`src/adcs_pkg.sv`:
```
/*
 * adcs_pkg: shared constants, register layout and helpers for the
 * converter sequencer.
 * Assumes a 100 MHz system clock and 32-bit AXI4-Lite register access.
 */
package adcs_pkg;

  // ************************************************************
  // register byte addresses
  // ************************************************************
  localparam logic [7:0] ADDR_CTRL0   = 8'h00;
  localparam logic [7:0] ADDR_CTRL1   = 8'h04;
  localparam logic [7:0] ADDR_RES_HI  = 8'h08;
  localparam logic [7:0] ADDR_RES_LO  = 8'h0C;
  localparam logic [7:0] ADDR_IRQF    = 8'h10;
  localparam logic [7:0] ADDR_IRQE    = 8'h14;
  localparam logic [7:0] ADDR_IRQP    = 8'h18;
  localparam logic [7:0] ADDR_PORT    = 8'h1C;

  // ************************************************************
  // reset values and field positions
  // ************************************************************
  localparam logic [7:0] CTRL0_RST    = 8'h00;
  localparam logic [7:0] CTRL1_RST    = 8'h00;
  localparam logic [7:0] IRQF_RST     = 8'h00;
  localparam logic [7:0] IRQE_RST     = 8'h00;
  localparam logic [7:0] IRQP_RST     = 8'hFF;
  localparam int         DONE_BIT     = 6;
  localparam logic [1:0] RESP_OKAY    = 2'b00;
  localparam logic [1:0] RESP_SLVERR  = 2'b10;

  // ************************************************************
  // timing: conversion length and abort wait in bit periods
  // ************************************************************
  localparam logic [3:0] CONV_TADS    = 4'd12;
  localparam logic [3:0] ABORT_TADS   = 4'd2;
  localparam logic [3:0] TRIG_MODE    = 4'b1011;
  localparam logic [2:0] CODE_RC      = 3'b011;

  // control register 0 and 1 field layouts
  typedef struct packed {
    logic [1:0] clk_sel_lo;
    logic [2:0] input_channel_select;
    logic       go;
    logic       unused;
    logic       converter_power_on;
  } adcs_ctrl0_t;

  typedef struct packed {
    logic       result_format_select;
    logic       clk_sel_hi;
    logic [1:0] unused;
    logic [3:0] analog_pin_config;
  } adcs_ctrl1_t;

  typedef enum logic [1:0] {
    ST_ACQ   = 2'b00,
    ST_CONV  = 2'b01,
    ST_ABORT = 2'b10
  } adcs_state_t;

  // oscillator periods per bit period for a divider code
  function automatic logic [6:0] adcs_tad_div(input logic [2:0] code);
    case (code)
      3'b000:  adcs_tad_div = 7'd2;
      3'b100:  adcs_tad_div = 7'd4;
      3'b001:  adcs_tad_div = 7'd8;
      3'b101:  adcs_tad_div = 7'd16;
      3'b010:  adcs_tad_div = 7'd32;
      3'b110:  adcs_tad_div = 7'd64;
      default: adcs_tad_div = 7'd2;
    endcase
  endfunction

  // pins that are analog for a pin configuration, bit n = channel n
  function automatic logic [7:0] adcs_analog_mask(input logic [3:0] cfg);
    case (cfg)
      4'b0000, 4'b0001, 4'b1000: adcs_analog_mask = 8'hFF;
      4'b0010, 4'b0011, 4'b1100: adcs_analog_mask = 8'h1F;
      4'b0100, 4'b0101:          adcs_analog_mask = 8'h0B;
      4'b1001, 4'b1010, 4'b1011: adcs_analog_mask = 8'h3F;
      4'b1101:                   adcs_analog_mask = 8'h0F;
      4'b1110:                   adcs_analog_mask = 8'h01;
      4'b1111:                   adcs_analog_mask = 8'h0D;
      default:                   adcs_analog_mask = 8'h00;
    endcase
  endfunction

endpackage

```
`src/adcs_tad_gen.sv`:
```
/*
 * adcs_tad_gen: bit-period tick generator.
 * Assumes the caller pulses restart at conversion start; the RC tick
 * input is asynchronous and slow against the system clock.
 */
`timescale 1ns/1ps
`default_nettype none

module adcs_tad_gen
  import adcs_pkg::*;
(
  // clock and reset
  input  wire logic       clk_sys,
  input  wire logic       arst_n,
  // control
  input  wire logic       restart,
  input  wire logic [2:0] code,
  input  wire logic       rc_tick_in,
  // tick out
  output logic            tad_tick
);

  logic [6:0] cnt_r, cnt_nxt;
  logic       tick_nxt;
  logic       rc_s1_r, rc_s2_r, rc_s3_r;
  logic       use_rc;

  // ************************************************************
  // rc tick synchroniser, edge taken past the second stage
  // ************************************************************
  always_ff @(posedge clk_sys or negedge arst_n) begin
    if (!arst_n) begin
      rc_s1_r <= 1'b0;
      rc_s2_r <= 1'b0;
      rc_s3_r <= 1'b0;
    end else begin
      rc_s1_r <= rc_tick_in;
      rc_s2_r <= rc_s1_r;
      rc_s3_r <= rc_s2_r;
    end
  end

  assign use_rc = (code[1:0] == CODE_RC[1:0]);

  // divider; restart aligns the first period to the start edge
  always_comb begin
    cnt_nxt  = cnt_r;
    tick_nxt = 1'b0;
    if (restart) begin
      cnt_nxt = 7'd0;
    end else if (use_rc) begin
      cnt_nxt  = 7'd0;
      tick_nxt = rc_s2_r & ~rc_s3_r;
    end else if (cnt_r >= adcs_tad_div(code) - 7'd1) begin
      cnt_nxt  = 7'd0;
      tick_nxt = 1'b1;
    end else begin
      cnt_nxt = cnt_r + 7'd1;
    end
  end

  always_ff @(posedge clk_sys or negedge arst_n) begin
    if (!arst_n) begin
      cnt_r  <= 7'd0;
    end else begin
      cnt_r  <= cnt_nxt;
    end
  end

  // tick straight from the divider: the sequencer acts on the edge that
  // closes each period, so a conversion on a divider code spans exactly twelve periods
  assign tad_tick = tick_nxt;

endmodule // adcs_tad_gen

`default_nettype wire

```
`src/adcs_sequencer.sv`:
```
/*
 * adcs_sequencer: 10-bit successive-approximation conversion sequencer
 * with AXI4-Lite register access.
 * Assumes the analog array presents its result on sar_result_in by the
 * last bit period, and that compare-unit trigger pulses last one cycle.
 */
// Implementation choices: the address map and the AXI4-Lite slave port.
`timescale 1ns/1ps
`default_nettype none

module adcs_sequencer
  import adcs_pkg::*;
(
  // clock and resets
  input  wire logic        clk_sys,
  input  wire logic        arst_n,
  input  wire logic        soft_rst,
  // axi4-lite write
  input  wire logic [7:0]  s_axi_awaddr,
  input  wire logic        s_axi_awvalid,
  output logic             s_axi_awready,
  input  wire logic [31:0] s_axi_wdata,
  input  wire logic [3:0]  s_axi_wstrb,
  input  wire logic        s_axi_wvalid,
  output logic             s_axi_wready,
  output logic [1:0]       s_axi_bresp,
  output logic             s_axi_bvalid,
  input  wire logic        s_axi_bready,
  // axi4-lite read
  input  wire logic [7:0]  s_axi_araddr,
  input  wire logic        s_axi_arvalid,
  output logic             s_axi_arready,
  output logic [31:0]      s_axi_rdata,
  output logic [1:0]       s_axi_rresp,
  output logic             s_axi_rvalid,
  input  wire logic        s_axi_rready,
  // analog array side
  input  wire logic [9:0]  sar_result_in,
  input  wire logic        rc_tick_in,
  output logic             sample_en,
  output logic             sar_step,
  output logic [2:0]       input_channel_select,
  // compare unit and port
  input  wire logic        special_trigger,
  input  wire logic [3:0]  compare_unit_mode,
  output logic             timer_reset,
  input  wire logic [7:0]  port_pins_in
);

  // ************************************************************
  // state
  // ************************************************************
  adcs_state_t st_r, st_nxt;
  adcs_ctrl0_t ctrl0_r, ctrl0_nxt;
  adcs_ctrl1_t ctrl1_r, ctrl1_nxt;
  logic [7:0]  res_hi_r, res_hi_nxt, res_lo_r, res_lo_nxt;
  logic [7:0]  irqf_r, irqf_nxt, irqe_r, irqe_nxt, irqp_r, irqp_nxt;
  logic [3:0]  tad_cnt_r, tad_cnt_nxt;
  logic        samp_r, samp_nxt, step_r, step_nxt, trst_r, trst_nxt;
  logic        aw_have_r, aw_have_nxt, w_have_r, w_have_nxt;
  logic [7:0]  awaddr_r, awaddr_nxt;
  logic [7:0]  wdata_r, wdata_nxt;
  logic        wstrb0_r, wstrb0_nxt;
  logic        bvalid_r, bvalid_nxt, rvalid_r, rvalid_nxt;
  logic [1:0]  bresp_r, bresp_nxt, rresp_r, rresp_nxt;
  logic [31:0] rdata_r, rdata_nxt;
  logic        arready_r, arready_nxt;
  logic        wr_fire, start, abort, done, tad_tick;
  logic [2:0]  clk_code;
  logic [7:0]  wd;

  assign clk_code = {ctrl1_r.clk_sel_hi, ctrl0_r.clk_sel_lo};
  assign wr_fire  = aw_have_r & w_have_r & ~bvalid_r;
  assign wd       = wdata_r;

  adcs_tad_gen u_tad (
    .clk_sys    (clk_sys),
    .arst_n     (arst_n),
    .restart    (start),
    .code       (clk_code),
    .rc_tick_in (rc_tick_in),
    .tad_tick   (tad_tick)
  );

  // ************************************************************
  // axi4-lite handshakes
  // ************************************************************
  always_comb begin
    aw_have_nxt = aw_have_r;
    w_have_nxt  = w_have_r;
    awaddr_nxt  = awaddr_r;
    wdata_nxt   = wdata_r;
    wstrb0_nxt  = wstrb0_r;
    bvalid_nxt  = bvalid_r;
    bresp_nxt   = bresp_r;
    if (s_axi_awvalid && !aw_have_r) begin
      aw_have_nxt = 1'b1;
      awaddr_nxt  = s_axi_awaddr;
    end
    if (s_axi_wvalid && !w_have_r) begin
      w_have_nxt = 1'b1;
      wdata_nxt  = s_axi_wdata[7:0];
      wstrb0_nxt = s_axi_wstrb[0];
    end
    if (wr_fire) begin
      bvalid_nxt = 1'b1;
      bresp_nxt  = (awaddr_r[7:5] == 3'd0 && awaddr_r[1:0] == 2'd0)
                   ? RESP_OKAY : RESP_SLVERR;
    end
    if (bvalid_r && s_axi_bready) begin
      bvalid_nxt  = 1'b0;
      aw_have_nxt = 1'b0;
      w_have_nxt  = 1'b0;
    end
  end

  // read mux; unimplemented bits read zero, analog pins read low
  always_comb begin
    rvalid_nxt  = rvalid_r;
    arready_nxt = arready_r;
    rdata_nxt   = rdata_r;
    rresp_nxt   = rresp_r;
    if (s_axi_arvalid && arready_r) begin
      rvalid_nxt  = 1'b1;
      arready_nxt = 1'b0;
      rresp_nxt   = RESP_OKAY;
      case (s_axi_araddr)
        ADDR_CTRL0:  rdata_nxt = {24'h00_0000, ctrl0_r & 8'hFD};
        ADDR_CTRL1:  rdata_nxt = {24'h00_0000, ctrl1_r & 8'hCF};
        ADDR_RES_HI: rdata_nxt = {24'h00_0000, res_hi_r};
        ADDR_RES_LO: rdata_nxt = {24'h00_0000, res_lo_r};
        ADDR_IRQF:   rdata_nxt = {24'h00_0000, irqf_r};
        ADDR_IRQE:   rdata_nxt = {24'h00_0000, irqe_r};
        ADDR_IRQP:   rdata_nxt = {24'h00_0000, irqp_r};
        ADDR_PORT:   rdata_nxt = {24'h00_0000, port_pins_in &
                       ~adcs_analog_mask(ctrl1_r.analog_pin_config)};
        default: begin
          rdata_nxt = 32'h0000_0000;
          rresp_nxt = RESP_SLVERR;
        end
      endcase
    end else if (rvalid_r && s_axi_rready) begin
      rvalid_nxt  = 1'b0;
      arready_nxt = 1'b1;
    end
  end

  // ************************************************************
  // registers and conversion sequencing
  // ************************************************************
  always_comb begin
    st_nxt      = st_r;
    ctrl0_nxt   = ctrl0_r;
    ctrl1_nxt   = ctrl1_r;
    res_hi_nxt  = res_hi_r;
    res_lo_nxt  = res_lo_r;
    irqf_nxt    = irqf_r;
    irqe_nxt    = irqe_r;
    irqp_nxt    = irqp_r;
    tad_cnt_nxt = tad_cnt_r;
    start       = 1'b0;
    abort       = 1'b0;
    done        = 1'b0;
    trst_nxt    = special_trigger && (compare_unit_mode == TRIG_MODE);
    // software writes; the start flag only acts if power was already on
    if (wr_fire && wstrb0_r) begin
      case (awaddr_r)
        ADDR_CTRL0: begin
          ctrl0_nxt        = adcs_ctrl0_t'(wd);
          ctrl0_nxt.unused = 1'b0;
          if (st_r == ST_CONV && (!wd[2] || !wd[0])) begin
            abort = 1'b1;
          end else if (st_r == ST_CONV) begin
            ctrl0_nxt.go = 1'b1;
          end else if (wd[2] && ctrl0_r.converter_power_on &&
                       st_r == ST_ACQ) begin
            start = 1'b1;
          end else begin
            ctrl0_nxt.go = 1'b0;
          end
        end
        ADDR_CTRL1: ctrl1_nxt = adcs_ctrl1_t'(wd & 8'hCF);
        ADDR_RES_HI: if (!ctrl0_r.converter_power_on) res_hi_nxt = wd;
        ADDR_RES_LO: if (!ctrl0_r.converter_power_on) res_lo_nxt = wd;
        ADDR_IRQF:   irqf_nxt = wd;
        ADDR_IRQE:   irqe_nxt = wd;
        ADDR_IRQP:   irqp_nxt = wd;
        default:     ;
      endcase
    end
    // special event trigger, only while powered and acquiring
    if (trst_nxt && ctrl0_r.converter_power_on && st_r == ST_ACQ &&
        !start && !abort) begin
      start        = 1'b1;
      ctrl0_nxt.go = 1'b1;
    end
    case (st_r)
      ST_ACQ: begin
        if (start) begin
          st_nxt      = ST_CONV;
          tad_cnt_nxt = 4'd0;
        end
      end
      ST_CONV: begin
        if (abort) begin
          st_nxt       = ST_ABORT;
          ctrl0_nxt.go = 1'b0;
          tad_cnt_nxt  = 4'd0;
        end else if (tad_tick && tad_cnt_r == CONV_TADS - 4'd1) begin
          done         = 1'b1;
          st_nxt       = ST_ACQ;
          ctrl0_nxt.go = 1'b0;
          if (ctrl1_r.result_format_select) begin
            res_hi_nxt = {6'd0, sar_result_in[9:8]};
            res_lo_nxt = sar_result_in[7:0];
          end else begin
            res_hi_nxt = sar_result_in[9:2];
            res_lo_nxt = {sar_result_in[1:0], 6'd0};
          end
        end else if (tad_tick) begin
          tad_cnt_nxt = tad_cnt_r + 4'd1;
        end
      end
      ST_ABORT: begin
        if (tad_tick && tad_cnt_r == ABORT_TADS - 4'd1) begin
          st_nxt = ST_ACQ;
        end else if (tad_tick) begin
          tad_cnt_nxt = tad_cnt_r + 4'd1;
        end
      end
      default: st_nxt = ST_ACQ;
    endcase
    // the done flag is set last so that it beats a clearing write
    if (done) irqf_nxt[DONE_BIT] = 1'b1;
    samp_nxt = (st_nxt == ST_ACQ);
    step_nxt = (st_r == ST_CONV) && tad_tick;
  end

  // ************************************************************
  // flip-flops; power-on reset clears control, results untouched
  // ************************************************************
  always_ff @(posedge clk_sys or negedge arst_n) begin
    if (!arst_n) begin
      st_r      <= ST_ACQ;
      ctrl0_r   <= adcs_ctrl0_t'(CTRL0_RST);
      ctrl1_r   <= adcs_ctrl1_t'(CTRL1_RST);
      irqf_r    <= IRQF_RST;
      irqe_r    <= IRQE_RST;
      irqp_r    <= IRQP_RST;
      tad_cnt_r <= 4'd0;
      samp_r    <= 1'b1;
      step_r    <= 1'b0;
      trst_r    <= 1'b0;
    end else if (soft_rst) begin
      st_r      <= ST_ACQ;
      ctrl0_r   <= adcs_ctrl0_t'(CTRL0_RST);
      ctrl1_r   <= adcs_ctrl1_t'(CTRL1_RST);
      irqf_r    <= IRQF_RST;
      irqe_r    <= IRQE_RST;
      irqp_r    <= IRQP_RST;
      tad_cnt_r <= 4'd0;
      samp_r    <= 1'b1;
      step_r    <= 1'b0;
      trst_r    <= 1'b0;
    end else begin
      st_r      <= st_nxt;
      ctrl0_r   <= ctrl0_nxt;
      ctrl1_r   <= ctrl1_nxt;
      irqf_r    <= irqf_nxt;
      irqe_r    <= irqe_nxt;
      irqp_r    <= irqp_nxt;
      tad_cnt_r <= tad_cnt_nxt;
      samp_r    <= samp_nxt;
      step_r    <= step_nxt;
      trst_r    <= trst_nxt;
    end
  end

  // result pair carries no reset: contents are unknown after power-on
  always_ff @(posedge clk_sys) begin
    res_hi_r <= res_hi_nxt;
    res_lo_r <= res_lo_nxt;
  end

  always_ff @(posedge clk_sys or negedge arst_n) begin
    if (!arst_n) begin
      aw_have_r <= 1'b0;
      w_have_r  <= 1'b0;
      awaddr_r  <= 8'h00;
      wdata_r   <= 8'h00;
      wstrb0_r  <= 1'b0;
      bvalid_r  <= 1'b0;
      bresp_r   <= RESP_OKAY;
      rvalid_r  <= 1'b0;
      rresp_r   <= RESP_OKAY;
      rdata_r   <= 32'h0000_0000;
      arready_r <= 1'b1;
    end else begin
      aw_have_r <= aw_have_nxt;
      w_have_r  <= w_have_nxt;
      awaddr_r  <= awaddr_nxt;
      wdata_r   <= wdata_nxt;
      wstrb0_r  <= wstrb0_nxt;
      bvalid_r  <= bvalid_nxt;
      bresp_r   <= bresp_nxt;
      rvalid_r  <= rvalid_nxt;
      rresp_r   <= rresp_nxt;
      rdata_r   <= rdata_nxt;
      arready_r <= arready_nxt;
    end
  end

  assign s_axi_awready        = ~aw_have_r;
  assign s_axi_wready         = ~w_have_r;
  assign s_axi_bvalid         = bvalid_r;
  assign s_axi_bresp          = bresp_r;
  assign s_axi_arready        = arready_r;
  assign s_axi_rvalid         = rvalid_r;
  assign s_axi_rdata          = rdata_r;
  assign s_axi_rresp          = rresp_r;
  assign sample_en            = samp_r;
  assign sar_step             = step_r;
  assign timer_reset          = trst_r;
  assign input_channel_select = ctrl0_r.input_channel_select;
endmodule // adcs_sequencer

`default_nettype wire

```
`config.mk`:
```
export PLATFORM = sky130hd
export DESIGN_NAME = adcs_sequencer
export DESIGN_NICKNAME = d
export VERILOG_FILES = /design/src/adcs_pkg.sv /design/src/adcs_tad_gen.sv /design/src/adcs_sequencer.sv
export SDC_FILE = /design/constraint.sdc
export NUM_CORES = 1
export LEC_CHECK = 0
export ABC_AREA = 1
export BUFFER_PORTS_ARGS = -buffer_cell sky130_fd_sc_hd__buf_2
export CORE_MARGIN = 8
export CORE_UTILIZATION = 55
export DETAILED_ROUTE_END_ITERATION = 8
export PLACE_DENSITY = 0.81
export SETUP_SLACK_MARGIN = 0.2
export SYNTH_ARGS = -nofsm -noshare
export SYNTH_HDL_FRONTEND = slang
export SYNTH_SLANG_ARGS = --single-unit
```
`constraint.sdc`:
```
create_clock -name clk_sys -period 3.11 [get_ports clk_sys]
set_clock_uncertainty 0.15 [all_clocks]
set_input_delay 0.622 -clock clk_sys [delete_from_list [all_inputs] [get_ports clk_sys]]
set_output_delay 0.622 -clock clk_sys [all_outputs]
set_load 0.005 [all_outputs]
```
* After elaboration in Yosys (flattened, before gate mapping)
Memory sizes are Yosys's and may differ from the RTL's.
Cells that the tools add are included.
** Cells by class
- Reduce and logical (&&, ||, !) cells :: 52
- Add/sub/neg operators :: 3
- Muxes and demuxes :: 89
- Eq/ne operators :: 27
- $lt $le $gt $ge :: 1
- Bitwise logic cells :: 9
** Operators with widths (count)
- $mux W8 :: 31
- $pmux W8 S8 :: 1
- $eq A8 B5 Y1 const B :: 7
- $mux W1 :: 36
- $mux W7 :: 5
- $pmux W7 S5 :: 1
- $eq A8 B4 Y1 const B :: 4
- $mux W4 :: 6
- $reduce_bool A2 Y1 :: 10
- $logic_and A1 B1 Y1 :: 18
- $eq A8 B3 Y1 const B :: 2
- $logic_not A8 Y1 :: 2
- $mux W2 :: 7
- $pmux W4 S3 :: 1
- $reduce_and A2 Y1 :: 6
- $eq A3 B3 Y1 const B :: 3
- $and A8 B8 Y8 :: 1
- $eq A4 B4 Y1 const B :: 2
- $not A8 Y8 :: 1
- $reduce_or A8 Y1 :: 1
- $add A7 B1 Y7 const B :: 1
- $ge A7 B7 Y1 :: 1
- $sub A7 B1 Y7 const B :: 1
- $logic_not A1 Y1 :: 6
- other kinds (17) :: 27
** Storage, ports and cells
- Word-level logic and storage cells :: 215
- Memories kept :: 1
- ROM bits :: 128
- Input bits :: 84
- Register bits :: 130
** Memory list
- (no name shown) :: words 16, width 8, rd ports 1, clocked after Yosys merged registers in 0, write ports 0, line adcs_pkg.sv:77 : case (cfg)

* Logic depth before layout (Yosys ltp)
Gate-level depths: netlist (run 1).
- Depth after elaboration :: 23
- Gate-level depth with buffers :: 19

* By module
A second synthesis (run 1) with hierarchy kept.
** Unflattened totals
- Cell total of the unflattened synthesis :: 759
- Area, all modules :: 5908.2 um^2
** By module, submodules not included
- adcs_sequencer :: cells an instance 674, area an instance 5226.3 um^2, times used 1
- adcs_tad_gen :: cells an instance 85, area an instance 681.9 um^2, times used 1

* Least setup slack after synthesis (run 1)
OpenSTA, ideal clock, no wires.
- Kind :: flip-flop to flip-flop
- Start point :: reg ctrl0_r (netlist bit clk_code[0])
- End point :: reg tad_cnt_r[3]
- Data arrival time :: 2402 ps
- Setup slack :: 438 ps
- Path buffers :: 0
- Cell stages (with the launch flop) :: 19
- Cell sequence :: dfrtp_1 inv_1 ha_1 nand2_1 o21ai_0 o31ai_1 ha_1 nand2_1 inv_1 a21oi_1 nand2_1 nand2_1 nor2_8 nand2_1 nor2_4 nor2_4 nor2_4 nand2_1 o21ai_1
** Between the ends
- Cells in the longest elaborated chain, start to end :: 14
- Elaborated cells between the ends (all ways) :: 25
- Those cells by class :: add/sub (1); order compare (1); eq/ne (8); mux (12); reduce/logical (3)
** RTL lines
- from (decl) :: line adcs_sequencer.sv:54 : adcs_ctrl0_t ctrl0_r, ctrl0_nxt;
- from (signal assigned) :: line adcs_sequencer.sv:245 : ctrl0_r <= adcs_ctrl0_t'(CTRL0_RST);
- from (signal assigned) :: line adcs_sequencer.sv:256 : ctrl0_r <= adcs_ctrl0_t'(CTRL0_RST);
- from (signal assigned) :: line adcs_sequencer.sv:267 : ctrl0_r <= ctrl0_nxt;
- $eq A3 B3 Y1, or another cell as far along :: line adcs_pkg.sv:64 : case (code)
- $pmux W7 S5 :: line adcs_pkg.sv:64
- $mux W7 :: line adcs_tad_gen.sv:51 : end else if (use_rc) begin
- $mux W7 :: line adcs_tad_gen.sv:49 : if (restart) begin
- $sub A7 B1 Y7 :: line adcs_tad_gen.sv:54 : end else if (cnt_r >= adcs_tad_div(code) - 7'd1) begin
- $ge A7 B7 Y1 :: line adcs_tad_gen.sv:54
- $mux W1 :: line adcs_tad_gen.sv:54
- $mux W1 * :: line adcs_tad_gen.sv:51
- $mux W1 * :: line adcs_tad_gen.sv:49
- $mux W4 (3 in a row)
- $pmux W4 S3
- $mux W4
- to (signal assigned) :: line adcs_sequencer.sv:272 : tad_cnt_r <= tad_cnt_nxt;
- to (decl) :: line adcs_sequencer.sv:58 : logic [3:0] tad_cnt_r, tad_cnt_nxt;
Every way passes the cells marked *; elsewhere a longest branch is shown, timed or not. The select of a mux whose other input is x is not followed.
A chain may end at the register's enable or synchronous reset.

* Final worst setup path (run 1)
Same ends and word-level chain as after synthesis.

==> flow_summary_export.csv, run 1 <==
group,metric,value,unit
synth,synth_mux_area_frac,0.01561,
critical_path,crit_buf_inv,3,
final_layout,area_growth_syn_to_layout,13.18,%
critical_path,r2r_slack,0.30,ns
synth,syn-cell-area,5771,µm²
grt,gr-usage-all-layers,0.2115,
critical_path,crit_path_end_kind,"register",
synth,synth_edf_count,0,
critical_path,critPathMaxFanout,5,
sta,rsz0062_at_grt,"no",
drt,wirelength,14.88,mm
synth,synth.distinct_cells,45,
drt,ant_nets,0,
clock_network,clkLatencyLatePin,0.39,ns
min_path,holdCritPathClass,"in -> async",
synth,syn_inst,727,
clock_network,h-tree-depth,3,
drt,wl_met2,7.021,mm
grt,grt_pass1_wl,24.44,mm
clock_network,cts_tree,"yes",
critical_path,reg2reg_from,"clk_code[0]",
floorplanning,die_area,14030,µm²
grt,grt_pass1_vias,5128,
sta,finalCritPeriodShare,0.9026,
sta,worst_slack,0.3030,ns
synth,synth-main-ff-cell,"dfrtp_1",
drt,dr_total_vias,5190,
critical_path,arrival,2.93,ns
power,ir_worst_vdd,0.0003953,V
synth,avgSynthCellArea,7.937,µm²
synth,synth-compound-area-share,0.1455,
outcome,status,"finished clean",
clock_network,cts_root_buf,"clkbuf_8",
critical_path,path_cells,"inv_1 > ha_1 > inv_1 > o31ai_1 > ha_1 > nand2_1 > inv_1 > a21oi_4 > nand2_2 > nand2_4 > nor2_8 > nand3_4 > nand2_4 > nor2_4 > nor2_4 > nand2_1 > o21ai_1",
drt,wl_met3,1.294,mm
critical_path,crit_top_cell,"inv_1",
sta,drv_slew,0,
final_layout,layout.nets,904,
drt,wl_per_cell,15.76,µm
clock_network,cts_sinks,104,
final_layout,drive_gt1_frac,0.1980,
floorplanning,dieHeight,118.4,µm
final_layout,antennaDiodeCount,0,
placed_design,numPortBuffers,77,
drt,drt_iter0_markers,389,
synth,synth_top_family_by_area,"simple AND/OR/NAND/NOR gates",
final_layout,final_cell_area,6531,µm²
final_layout,final_cell_mix,"nand2_1, inv_1, dfrtp_1",
synth,yosysWarningCount,0,
run,maxCapViolations,0,
sta,worst_slew_pin_slew,0.5363,ns
sta,setup-tns-final,0,ns
placed_design,gp_congestion,0.9296,
floorplanning,coreArea,10280,µm²
floorplanning,initial_core_util,0.5615,
critical_path,cp-start-kind,"register",
placed_design,placed_area,6198,µm²
grt,grt_start_max_net_pins,51,
drt,drc,0,
final_layout,fillers,904,
synth,yosys.area_share.simple,0.2439,
placed_design,place_ws,0.08980,ns
final_layout,fin_cells,944,
sta,layout_min_cycle_time,2.807,ns
critical_path,rr_worst_depth,17,
sta,relSlewSlack,0.6416,
synth,yosys.area_share.adder,0.03686,
power,power_density,623.7,nW/µm²
synth,seq_area_frac_synth,0.4393,
floorplanning,die_w,118.4,µm
synth,synth_xor_area_frac,0.007589,
critical_path,critPathTopFamily,"simple AND/OR/NAND/NOR gates",
sta,fmax,356.3,MHz
final_layout,multiInputGateArea,2755,µm²
sta,final_hold_viol_count,0,
drt,met1Wirelength,6.267,mm
final_layout,seq_area,2535,µm²
critical_path,r2r_end,"tad_cnt_r[3]",
drt,maxUsedRoutingLayer,"met4",
grt,grt_overflow,0,
grt,antenna_found_initial,0,
clock_network,clkTransAtPathRegs,0.11,ns
critical_path,setup.worst_path.class,"reg -> reg",
floorplanning,ios,131,
drt,first_pass_iters,6,
placed_design,placedCellCount,925,
drt,vias_per_cell,5.498,
synth,synth_seq_cells,104,
clock_network,cts_buffers,9,
power,p_leak,3.199,nW
critical_path,slowest_delay,0.39,ns
clock_network,cts.path.max_buffers,2,
synth,postSynth.asyncResetShare,0.8462,
floorplanning,row_count,37,
sta,finalSetupViolCount,0,
placed_design,dp_hpwl,11.39,mm
sta,whs,0.04783,ns
final_layout,mostFrequentLayoutCell,"nand2_1",
critical_path,worst_ep_required_time,3.23,ns
critical_path,slowest_stage,"dfrtp_1",
-- registers in the layout, summed over array words and instances (netlist names), 2 cells and up --
register	cells
irqp_r	8
wd	8
s_axi_rdata	8
res_lo_r	8
clk_code	3
st_r	2
u_tad.cnt_r	7
tad_cnt_r	4
irqe_r	8
input_channel_select	3
awaddr_r	8
res_hi_r	8
ctrl1_r	5
ctrl0_r	2
irqf_r	8
-- power breakdown --
part	leakage [nW]	switching (mW)	internal, mW	total [mW]
combinational	1.86	0.776	0.431	1.21
sequential	1.23	0.252	1.65	1.90
clock	0.108	0.502	0.463	0.965
-- cells by family (layout without fill, tap and decap cells) --
kind of cell,Yosys count,in the layout
xor+xnor,5,5
flops,104,104
simple gates,304,304
fa+ha+maj,17,17
buf+inv,139,195
other cells,1,26
mux,8,8
compound gates,149,149
-- routing by layer --
metal,vias to the layer above,GRT usage
li1,2497,-
met1,2446,0.2618
met2,222,0.3503
met3,25,0.05521
met4,0,0.07589
met5,-,0
-- worst register-to-register path, cell delays in order, from the launching register on --
cell	delay [ns]
dfrtp_1	0.39
inv_1	0.15
ha_1	0.20
inv_1	0.06
o31ai_1	0.26
ha_1	0.28
nand2_1	0.11
inv_1	0.08
a21oi_4	0.21
nand2_2	0.11
nand2_4	0.10
nor2_8	0.05
nand3_4	0.11
nand2_4	0.07
nor2_4	0.17
nor2_4	0.06
nand2_1	0.07
o21ai_1	0.06
-- timing repair --
action,in CTS,in global routing
buffers inserted,2,1
hold buffers,0,0
setup endpoints to repair,7,24
pin swaps,0,7
hold endpoints to repair,0,0
gates resized for setup,5,14
-- cell type report --
type,count,area share
clock buffers,9,0.01897
well taps,136,0.02605
inverters,91,0.05268
repair buffers,88,0.07644
clock inverters,7,0.01590
flip-flops and latches,104,0.3881
multi-input cells,509,0.4218
-- synth_stat cells (12+ instances only) --
library cell,number,share of area
nand2_1,181,0.12
o21ai_0,74,0.064
a21oi_1,21,0.018
nand4_1,13,0.014
dfrtp_1,78,0.34
nand3_1,35,0.030
nor2_1,40,0.026
inv_1,85,0.055
ha_1,17,0.037
clkbuf_1,14,0.0091
buf_4,30,0.039
o22ai_1,15,0.016
dfxtp_1,16,0.056
o21ai_1,12,0.010
-- worst max-delay path by stage --
stage | slack, ns | end | start | depth (start not counted)
2_1_floorplan | 0.44 | tad_cnt_r[3] | clk_code[0] | 18
3_3_place_gp | 0.20 | tad_cnt_r[3] | clk_code[0] | 18
3_5_place_dp | 0.09 | tad_cnt_r[3] | clk_code[1] | 14
4_1_cts | 0.26 | tad_cnt_r[3] | clk_code[0] | 18
5_1_grt | 0.17 | tad_cnt_r[3] | clk_code[0] | 19
6_report | 0.30 | tad_cnt_r[3] | clk_code[0] | 17
-- through the flow --
| stage | power (mW) | util |
|---|---|---|
| 3_3_place_gp | 2.984 | 0.6031 |
| 6_report | 4.074 | 0.6355 |
| 5_1_grt | 4.323 | 0.6355 |
| 3_5_place_dp | 3.052 | 0.6031 |
| 4_1_cts | 4.039 | 0.6292 |
| 2_1_floorplan | 2.693 | - |
Power figures use the tool's default switching activity.
==> run 2: changes to the inputs <==
ABC_AREA = not set   (was 1)
CORE_UTILIZATION = 54   (was 55)
PLACE_DENSITY = 0.8   (was 0.81)
==> flow_summary_export.csv, run 2 <==
group,metric,value,unit
outcome,status,"finished clean",
synth,postSynth.asyncResetShare,0.8462,
power,netSwitchingFraction,0.3594,
power,power_density,531.6,nW/µm²
final_layout,mostFrequentLayoutCell,"dfrtp_1",
grt,grt_start_max_net_pins,86,
sta,worst_slew_pin_slew,0.8173,ns
power,power.switching,1.280,mW
final_layout,seq_area,2535,µm²
sta,finalSetupViolCount,0,
drt,drc,0,
synth,synthTopCellsByArea,"dfrtp_1, mux2i_1, dfxtp_1, dfstp_2, mux2_2",
sta,relSlewSlack,0.4540,
critical_path,worst_ep_required_time,3.26,ns
clock_network,cts_root_buf,"clkbuf_8",
final_layout,multiInputGateArea,3049,µm²
final_layout,final_cell_mix,"dfrtp_1, buf_2, mux2i_1",
power,p_leak,3.114,nW
critical_path,setup.worst_path.class,"reg -> reg",
floorplanning,die_area,13960,µm²
critical_path,cp-start-kind,"register",
final_layout,drive_gt1_frac,0.3115,
power,power_frac_comb,0.242,
final_layout,fin_cells,778,
synth,synth.most_common_cell,"dfrtp_1",
power,ir_worst_vdd,0.0003779,V
grt,grt_pass1_vias,4730,
clock_network,cts_buffers,9,
power,internal_power,2.282,mW
drt,wirelength,15.05,mm
final_layout,area_growth_syn_to_layout,18.97,%
grt,gr-usage-all-layers,0.2037,
drt,maxUsedRoutingLayer,"met4",
clock_network,h-tree-depth,3,
synth,avgSynthCellArea,10.24,µm²
placed_design,placedCellCount,751,
critical_path,critPathMaxFanout,6,
drt,wl_met2,7.067,mm
grt,grt_overflow,0,
clock_network,cts_sinks,104,
sta,final_hold_viol_count,0,
floorplanning,dieHeight,118.1,µm
drt,dr_total_vias,4666,
final_layout,fillers,803,
clock_network,clkTransAtPathRegs,0.11,ns
clock_network,cts.path.max_buffers,2,
power,sequentialPowerShare,0.521,
grt,antenna_found_initial,0,
critical_path,arrival,3.18,ns
sta,finalCritPeriodShare,0.9731,
drt,vias_per_cell,5.997,
drt,wl_per_cell,19.34,µm
synth,syn-cell-area,5633,µm²
synth,synth_edf_count,0,
critical_path,crit_path_end_kind,"register",
synth,ys_top_cells_by_count,"dfrtp_1, mux2i_1, nand2_1",
clock_network,cts_tree,"yes",
final_layout,layout.nets,738,
synth,synth-main-ff-cell,"dfrtp_1",
synth,synth_top_area_cell,"dfrtp_1",
floorplanning,die_w,118.1,µm
final_layout,antennaDiodeCount,0,
drt,met1Wirelength,6.367,mm
final_layout,fin_util,0.6550,
placed_design,dp_hpwl,10.37,mm
min_path,holdCritPathClass,"in -> reg",
sta,rsz0062_at_grt,"yes",
run,maxCapViolations,0,
drt,drt_iter0_markers,419,
synth,yosysWarningCount,0,
synth,synth.distinct_cells,73,
floorplanning,initial_core_util,0.5506,
drt,wl_met3,1.266,mm
placed_design,numPortBuffers,77,
sta,drv_slew,0,
synth,synth_top_cell_area_share,0.3465,
synth,syn_inst,550,
placed_design,gp_congestion,0.9294,
grt,grt_pass1_wl,23.52,mm
synth,seq_area_frac_synth,0.4500,
clock_network,clkLatencyLatePin,0.38,ns
floorplanning,row_count,37,
sta,fmax,330.4,MHz
floorplanning,coreArea,10230,µm²
power,clkPwrFrac,0.237,
drt,first_pass_iters,5,
floorplanning,ios,131,
synth,synth_seq_cells,104,
sta,layout_min_cycle_time,3.026,ns
drt,ant_nets,0,
==> run 2: cell count changes after synthesis, sizes merged, moves of 11 or more <==
cell and change:
nand2 -138, inv -67, o21ai -63, mux2i +52, nand3 -21, mux2 +14
o22ai -14, nand4 -11
==> run 2: per-stage QoR <==
stage	instance area [µm²]	setup TNS, ns	power [mW]	hold WS [ns]	setup slack, ns
3_5_place_dp	6128	0	2.612	0.1856	0.0003531
2_1_floorplan	5732	0	2.307	0.1764	0.2408
3_3_place_gp	6128	0	2.557	0.1862	0.1516
4_1_cts	6471	0	3.444	0.1931	0.08291
5_1_grt	6701	-0.01033	3.716	0.1956	-0.006971
6_report	6701	0	3.562	0.2046	0.08364
==> run 2: layout make-up <==
cell class                 count  share of cell area
multi-input combinational    394              0.4550
inverter                      23             0.01288
sequential                   104              0.3783
tap                          136             0.02539
clock buffer                   9             0.01848
clock inverter                 7             0.01083
timing repair buffer         105             0.09914
==> run 2: path summary, 6_finish.rpt <==
check	startpoint	endpoint	slack, ns	cells past startpoint
min in group asynchronous	arst_n	awaddr_r[6]	0.42	2
setup / recovery	clk_code[0]	res_hi_r[4]	0.08	13
max in group asynchronous	arst_n	irqp_r[2]	1.73	3
hold / removal	rc_tick_in	u_tad.rc_s1_r	0.20	1
setup reg to reg	clk_code[0]	res_hi_r[4]	0.08	13
hold reg to reg	u_tad.rc_s1_r	u_tad.rc_s2_r	0.21	0
==> run 2: what timing repair did <==
item                                   in CTS  in global routing
hold buffers                                1                  0
gates resized for setup                    20                 39
gates cloned                                0                  2
pin swaps                                  13                 23
buffers inserted                            4                  4
endpoints found under the hold margin       3                  0
setup endpoints to repair                  11                 22
==> run 2: power by group through the flow <==
stage / sequential [mW] / combinational (mW) / clock, mW
floorplan: 1.74 / 0.567 / 0
global placement: 1.85 / 0.710 / 0
detailed placement: 1.87 / 0.744 / 0
CTS: 1.84 / 0.753 / 0.851
global route: 1.88 / 0.937 / 0.896
finish: 1.86 / 0.863 / 0.843
==> run 2: metal layers <==
layer,up-vias,global-route usage
met5,-,0
met4,0,0.08006
met3,33,0.05045
met2,237,0.3222
met1,2294,0.2637
li1,2102,-
==> run 2: logic make-up (layout without fill, tap and decap cells) <==
kind of cell,count (synthesis),count (layout),share of synthesized area
AND/OR/NAND/NOR,171,171,0.1597
flip-flops,104,104,0.4500
AO/OA/AOI/OAI,100,100,0.1326
buffers and inverters,77,144,0.07108
multiplexers,75,75,0.1404
adder cells (fa/ha/maj),17,17,0.03776
XOR/XNOR,5,5,0.007776
other,1,26,0.0006657
==> run 2: worst max-delay path, stage by stage, from the launching register on <==
cell       delay, ns
dfrtp_1         0.41
buf_4           0.16
ha_4            0.16
nand2b_1        0.07
nand3_1         0.09
ha_1            0.29
o211ai_1        0.12
o211ai_1        0.31
buf_4           0.19
nand2_4         0.09
or3_4           0.43
nor4_4          0.17
buf_4           0.19
o2bb2ai_1       0.11
==> run 3: changes to the inputs <==
SYNTH_HIERARCHICAL = 1   (was not set)
==> flow_summary_export.csv, run 3 <==
group,metric,value,unit
outcome,status,"finished with violations",
outcome,failed_checks,"negative setup slack",
clock_network,cts_sinks,104,
critical_path,path_cells,"inv_2 > ha_4 > a21bo_4 > nor2_4 > mux2_4 > ha_4 > a211oi_4 > o21ai_1 > o211a_1 > and4b_1 > and2_4 > nand2_4 > a31oi_4 > or3b_4 > o21ai_2",
sta,finalCritPeriodShare,1.112,
synth,syn-cell-area,5647,µm²
drt,ant_nets,0,
drt,wl_per_cell,18.68,µm
clock_network,h-tree-depth,3,
placed_design,numPortBuffers,77,
critical_path,reg2reg_from,"clk_code[0]",
floorplanning,initial_core_util,0.5519,
synth,seq_area_frac_synth,0.4489,
min_path,holdCritPathClass,"in -> async",
placed_design,gp_congestion,0.8995,
final_layout,fin_util,0.6590,
synth,synthTopCellsByArea,"dfrtp_1, mux2i_1, dfxtp_1, dfstp_2, nand2_1",
final_layout,area_growth_syn_to_layout,19.41,%
critical_path,crit_top_cell,"ha_4",
critical_path,cp-start-kind,"register",
placed_design,placed_area,6247,µm²
drt,drc,0,
clock_network,cts_root_buf,"clkbuf_8",
final_layout,drive_gt1_frac,0.3163,
final_layout,fin_cells,803,
grt,grt_overflow,0,
power,ir_worst_vdd,0.0004703,V
floorplanning,die_w,118.3,µm
synth,synth_edf_count,0,
final_layout,mostFrequentLayoutCell,"dfrtp_1",
clock_network,cts_tree,"yes",
final_layout,layout.nets,764,
critical_path,slowest_stage,"or3b_4",
drt,drt_iter0_markers,486,
sta,final_hold_viol_count,0,
clock_network,clkTransAtPathRegs,0.10,ns
floorplanning,dieHeight,118.3,µm
synth,postSynth.asyncResetShare,0.8462,
clock_network,clkLatencyLatePin,0.36,ns
floorplanning,coreArea,10230,µm²
grt,grt_start_max_net_pins,50,
critical_path,setup.worst_path.class,"reg -> reg",
synth,synth-main-ff-cell,"dfrtp_1",
critical_path,r2r_end,"tad_cnt_r[1]",
grt,antenna_found_initial,0,
critical_path,crit_buf_inv,1,
final_layout,final_cell_mix,"dfrtp_1, buf_2, nand2_1",
sta,rsz0062_at_grt,"yes",
critical_path,arrival,3.61,ns
synth,synth_top_cell_area_share,0.3457,
placed_design,place_ws,-0.3946,ns
power,power_density,521.4,nW/µm²
floorplanning,die_area,13990,µm²
grt,gr-usage-all-layers,0.2087,
critical_path,critPathTopFamily,"compound AO/OA/AOI/OAI gates",
critical_path,critPathMaxFanout,3,
drt,vias_per_cell,5.785,
clock_network,cts_hold_buf,0,
sta,worst_slack,-0.3480,ns
critical_path,r2r_slack,-0.35,ns
synth,synth.distinct_cells,70,
drt,wirelength,15.00,mm
synth,avgSynthCellArea,9.906,µm²
drt,dr_total_vias,4645,
drt,first_pass_iters,8,
grt,grt_pass1_vias,4898,
grt,grt_pass1_wl,24.23,mm
floorplanning,ios,131,
sta,finalSetupViolCount,24,
synth,ys_top_cells_by_count,"dfrtp_1, nand2_1, a21oi_1",
final_layout,antennaDiodeCount,0,
synth,yosysWarningCount,6,
floorplanning,row_count,37,
critical_path,crit_path_end_kind,"register",
clock_network,cts.path.max_buffers,2,
critical_path,worst_ep_required_time,3.26,ns
sta,relSlewSlack,0.3735,
sta,layout_min_cycle_time,3.458,ns
synth,synth.most_common_cell,"dfrtp_1",
placed_design,placedCellCount,777,
clock_network,cts_buffers,9,
critical_path,slowest_delay,0.40,ns
sta,drv_slew,0,
synth,synth_seq_cells,104,
synth,syn_inst,570,
sta,fmax,289.2,MHz
power,p_leak,2.896,nW
final_layout,final_cell_area,6743,µm²
sta,worst_slew_pin_slew,0.9397,ns
run,maxCapViolations,0,
critical_path,rr_worst_depth,15,
synth,synth_top_area_cell,"dfrtp_1",
placed_design,dp_hpwl,10.63,mm
-- run 3: cell types whose count changed after synthesis, sizes merged, moves of 5 or more --
cell / change
a211oi: +6
a21oi: +25
a222oi: +7
a22o: -5
and2: +7
mux2i: -18
nand2: +17
nand4: +6
nor2: -19
nor2b: +7
nor4: -8
o21ai: +8
-- run 3: worst max path at each step --
stage	to	slack, ns	from	cells past startpoint
after CTS	tad_cnt_r[0]	-0.32	clk_code[0]	15
after detailed placement	tad_cnt_r[3]	-0.39	clk_code[0]	15
after global routing	tad_cnt_r[1]	-0.47	clk_code[0]	15
final	tad_cnt_r[1]	-0.35	clk_code[0]	15
after global placement	tad_cnt_r[1]	-0.22	clk_code[0]	15
after floorplan	tad_cnt_r[0]	-0.34	clk_code[0]	15
-- run 3: per-stage QoR --
step | setup TNS [ns] | power (mW) | hold slack (ns)
finish | -5.385 | 3.516 | 0.08530
global route | -8.761 | 3.680 | 0.1137
CTS | -5.648 | 3.483 | 0.1033
detailed placement | -6.265 | 2.630 | 0.1847
global placement | -2.846 | 2.576 | 0.1874
floorplan | -4.427 | 2.316 | 0.1764
-- run 3: repair_timing --
action / CTS / global route
pin swaps: 10 / 17
endpoints found under the setup margin: 25 / 26
cloned: 1 / 1
gates resized for setup: 17 / 28
setup buffers: 5 / 3
-- run 3: worst register-to-register path, cell delays in order, from the launching register on --
cell and delay [ns]:
dfrtp_1 0.39, inv_2 0.07, ha_4 0.27, a21bo_4 0.23, nor2_4 0.08, mux2_4 0.31, ha_4 0.23, a211oi_4 0.22
o21ai_1 0.10, o211a_1 0.27, and4b_1 0.22, and2_4 0.18, nand2_4 0.07, a31oi_4 0.09, or3b_4 0.40, o21ai_2 0.11
-- run 3: kinds of logic (layout without fill, tap and decap cells) --
group	after synthesis	in the layout	share of synthesized area
compound gates	126	126	0.1527
fa+ha+maj	18	18	0.03989
simple gates	187	187	0.1817
flops	104	104	0.4489
xor+xnor	3	3	0.004654
other cells	1	26	0.0006641
buf+inv	78	150	0.07334
mux	53	53	0.09816
-- run 3: layout make-up --
| type | instances | area (µm²) |
|---|---|---|
| Inverter | 19 | 71.32 |
| Tap cell | 136 | 170.2 |
| Sequential cell | 104 | 2535 |
| Timing Repair Buffer | 115 | 739.5 |
| Multi-Input combinational cell | 413 | 3027 |
| Fill cell | 801 | 3488 |
| Clock inverter | 4 | 33.78 |
| Clock buffer | 12 | 166.4 |
-- run 3: where the power goes --
group	internal, mW	switching [mW]	leakage, nW
sequential	1.55	0.296	1.26
clock	0.370	0.474	0.0987
combinational	0.424	0.404	1.54
-- run 3: per-layer routing --
metal / track usage / vias up / wire length (µm)
li1: - / 2162 / -
met1: 0.2509 / 2245 / 6138
met2: 0.3496 / 208 / 7235
met3: 0.05331 / 30 / 1250
met4: 0.08727 / 0 / 374
met5: 0 / - / 0
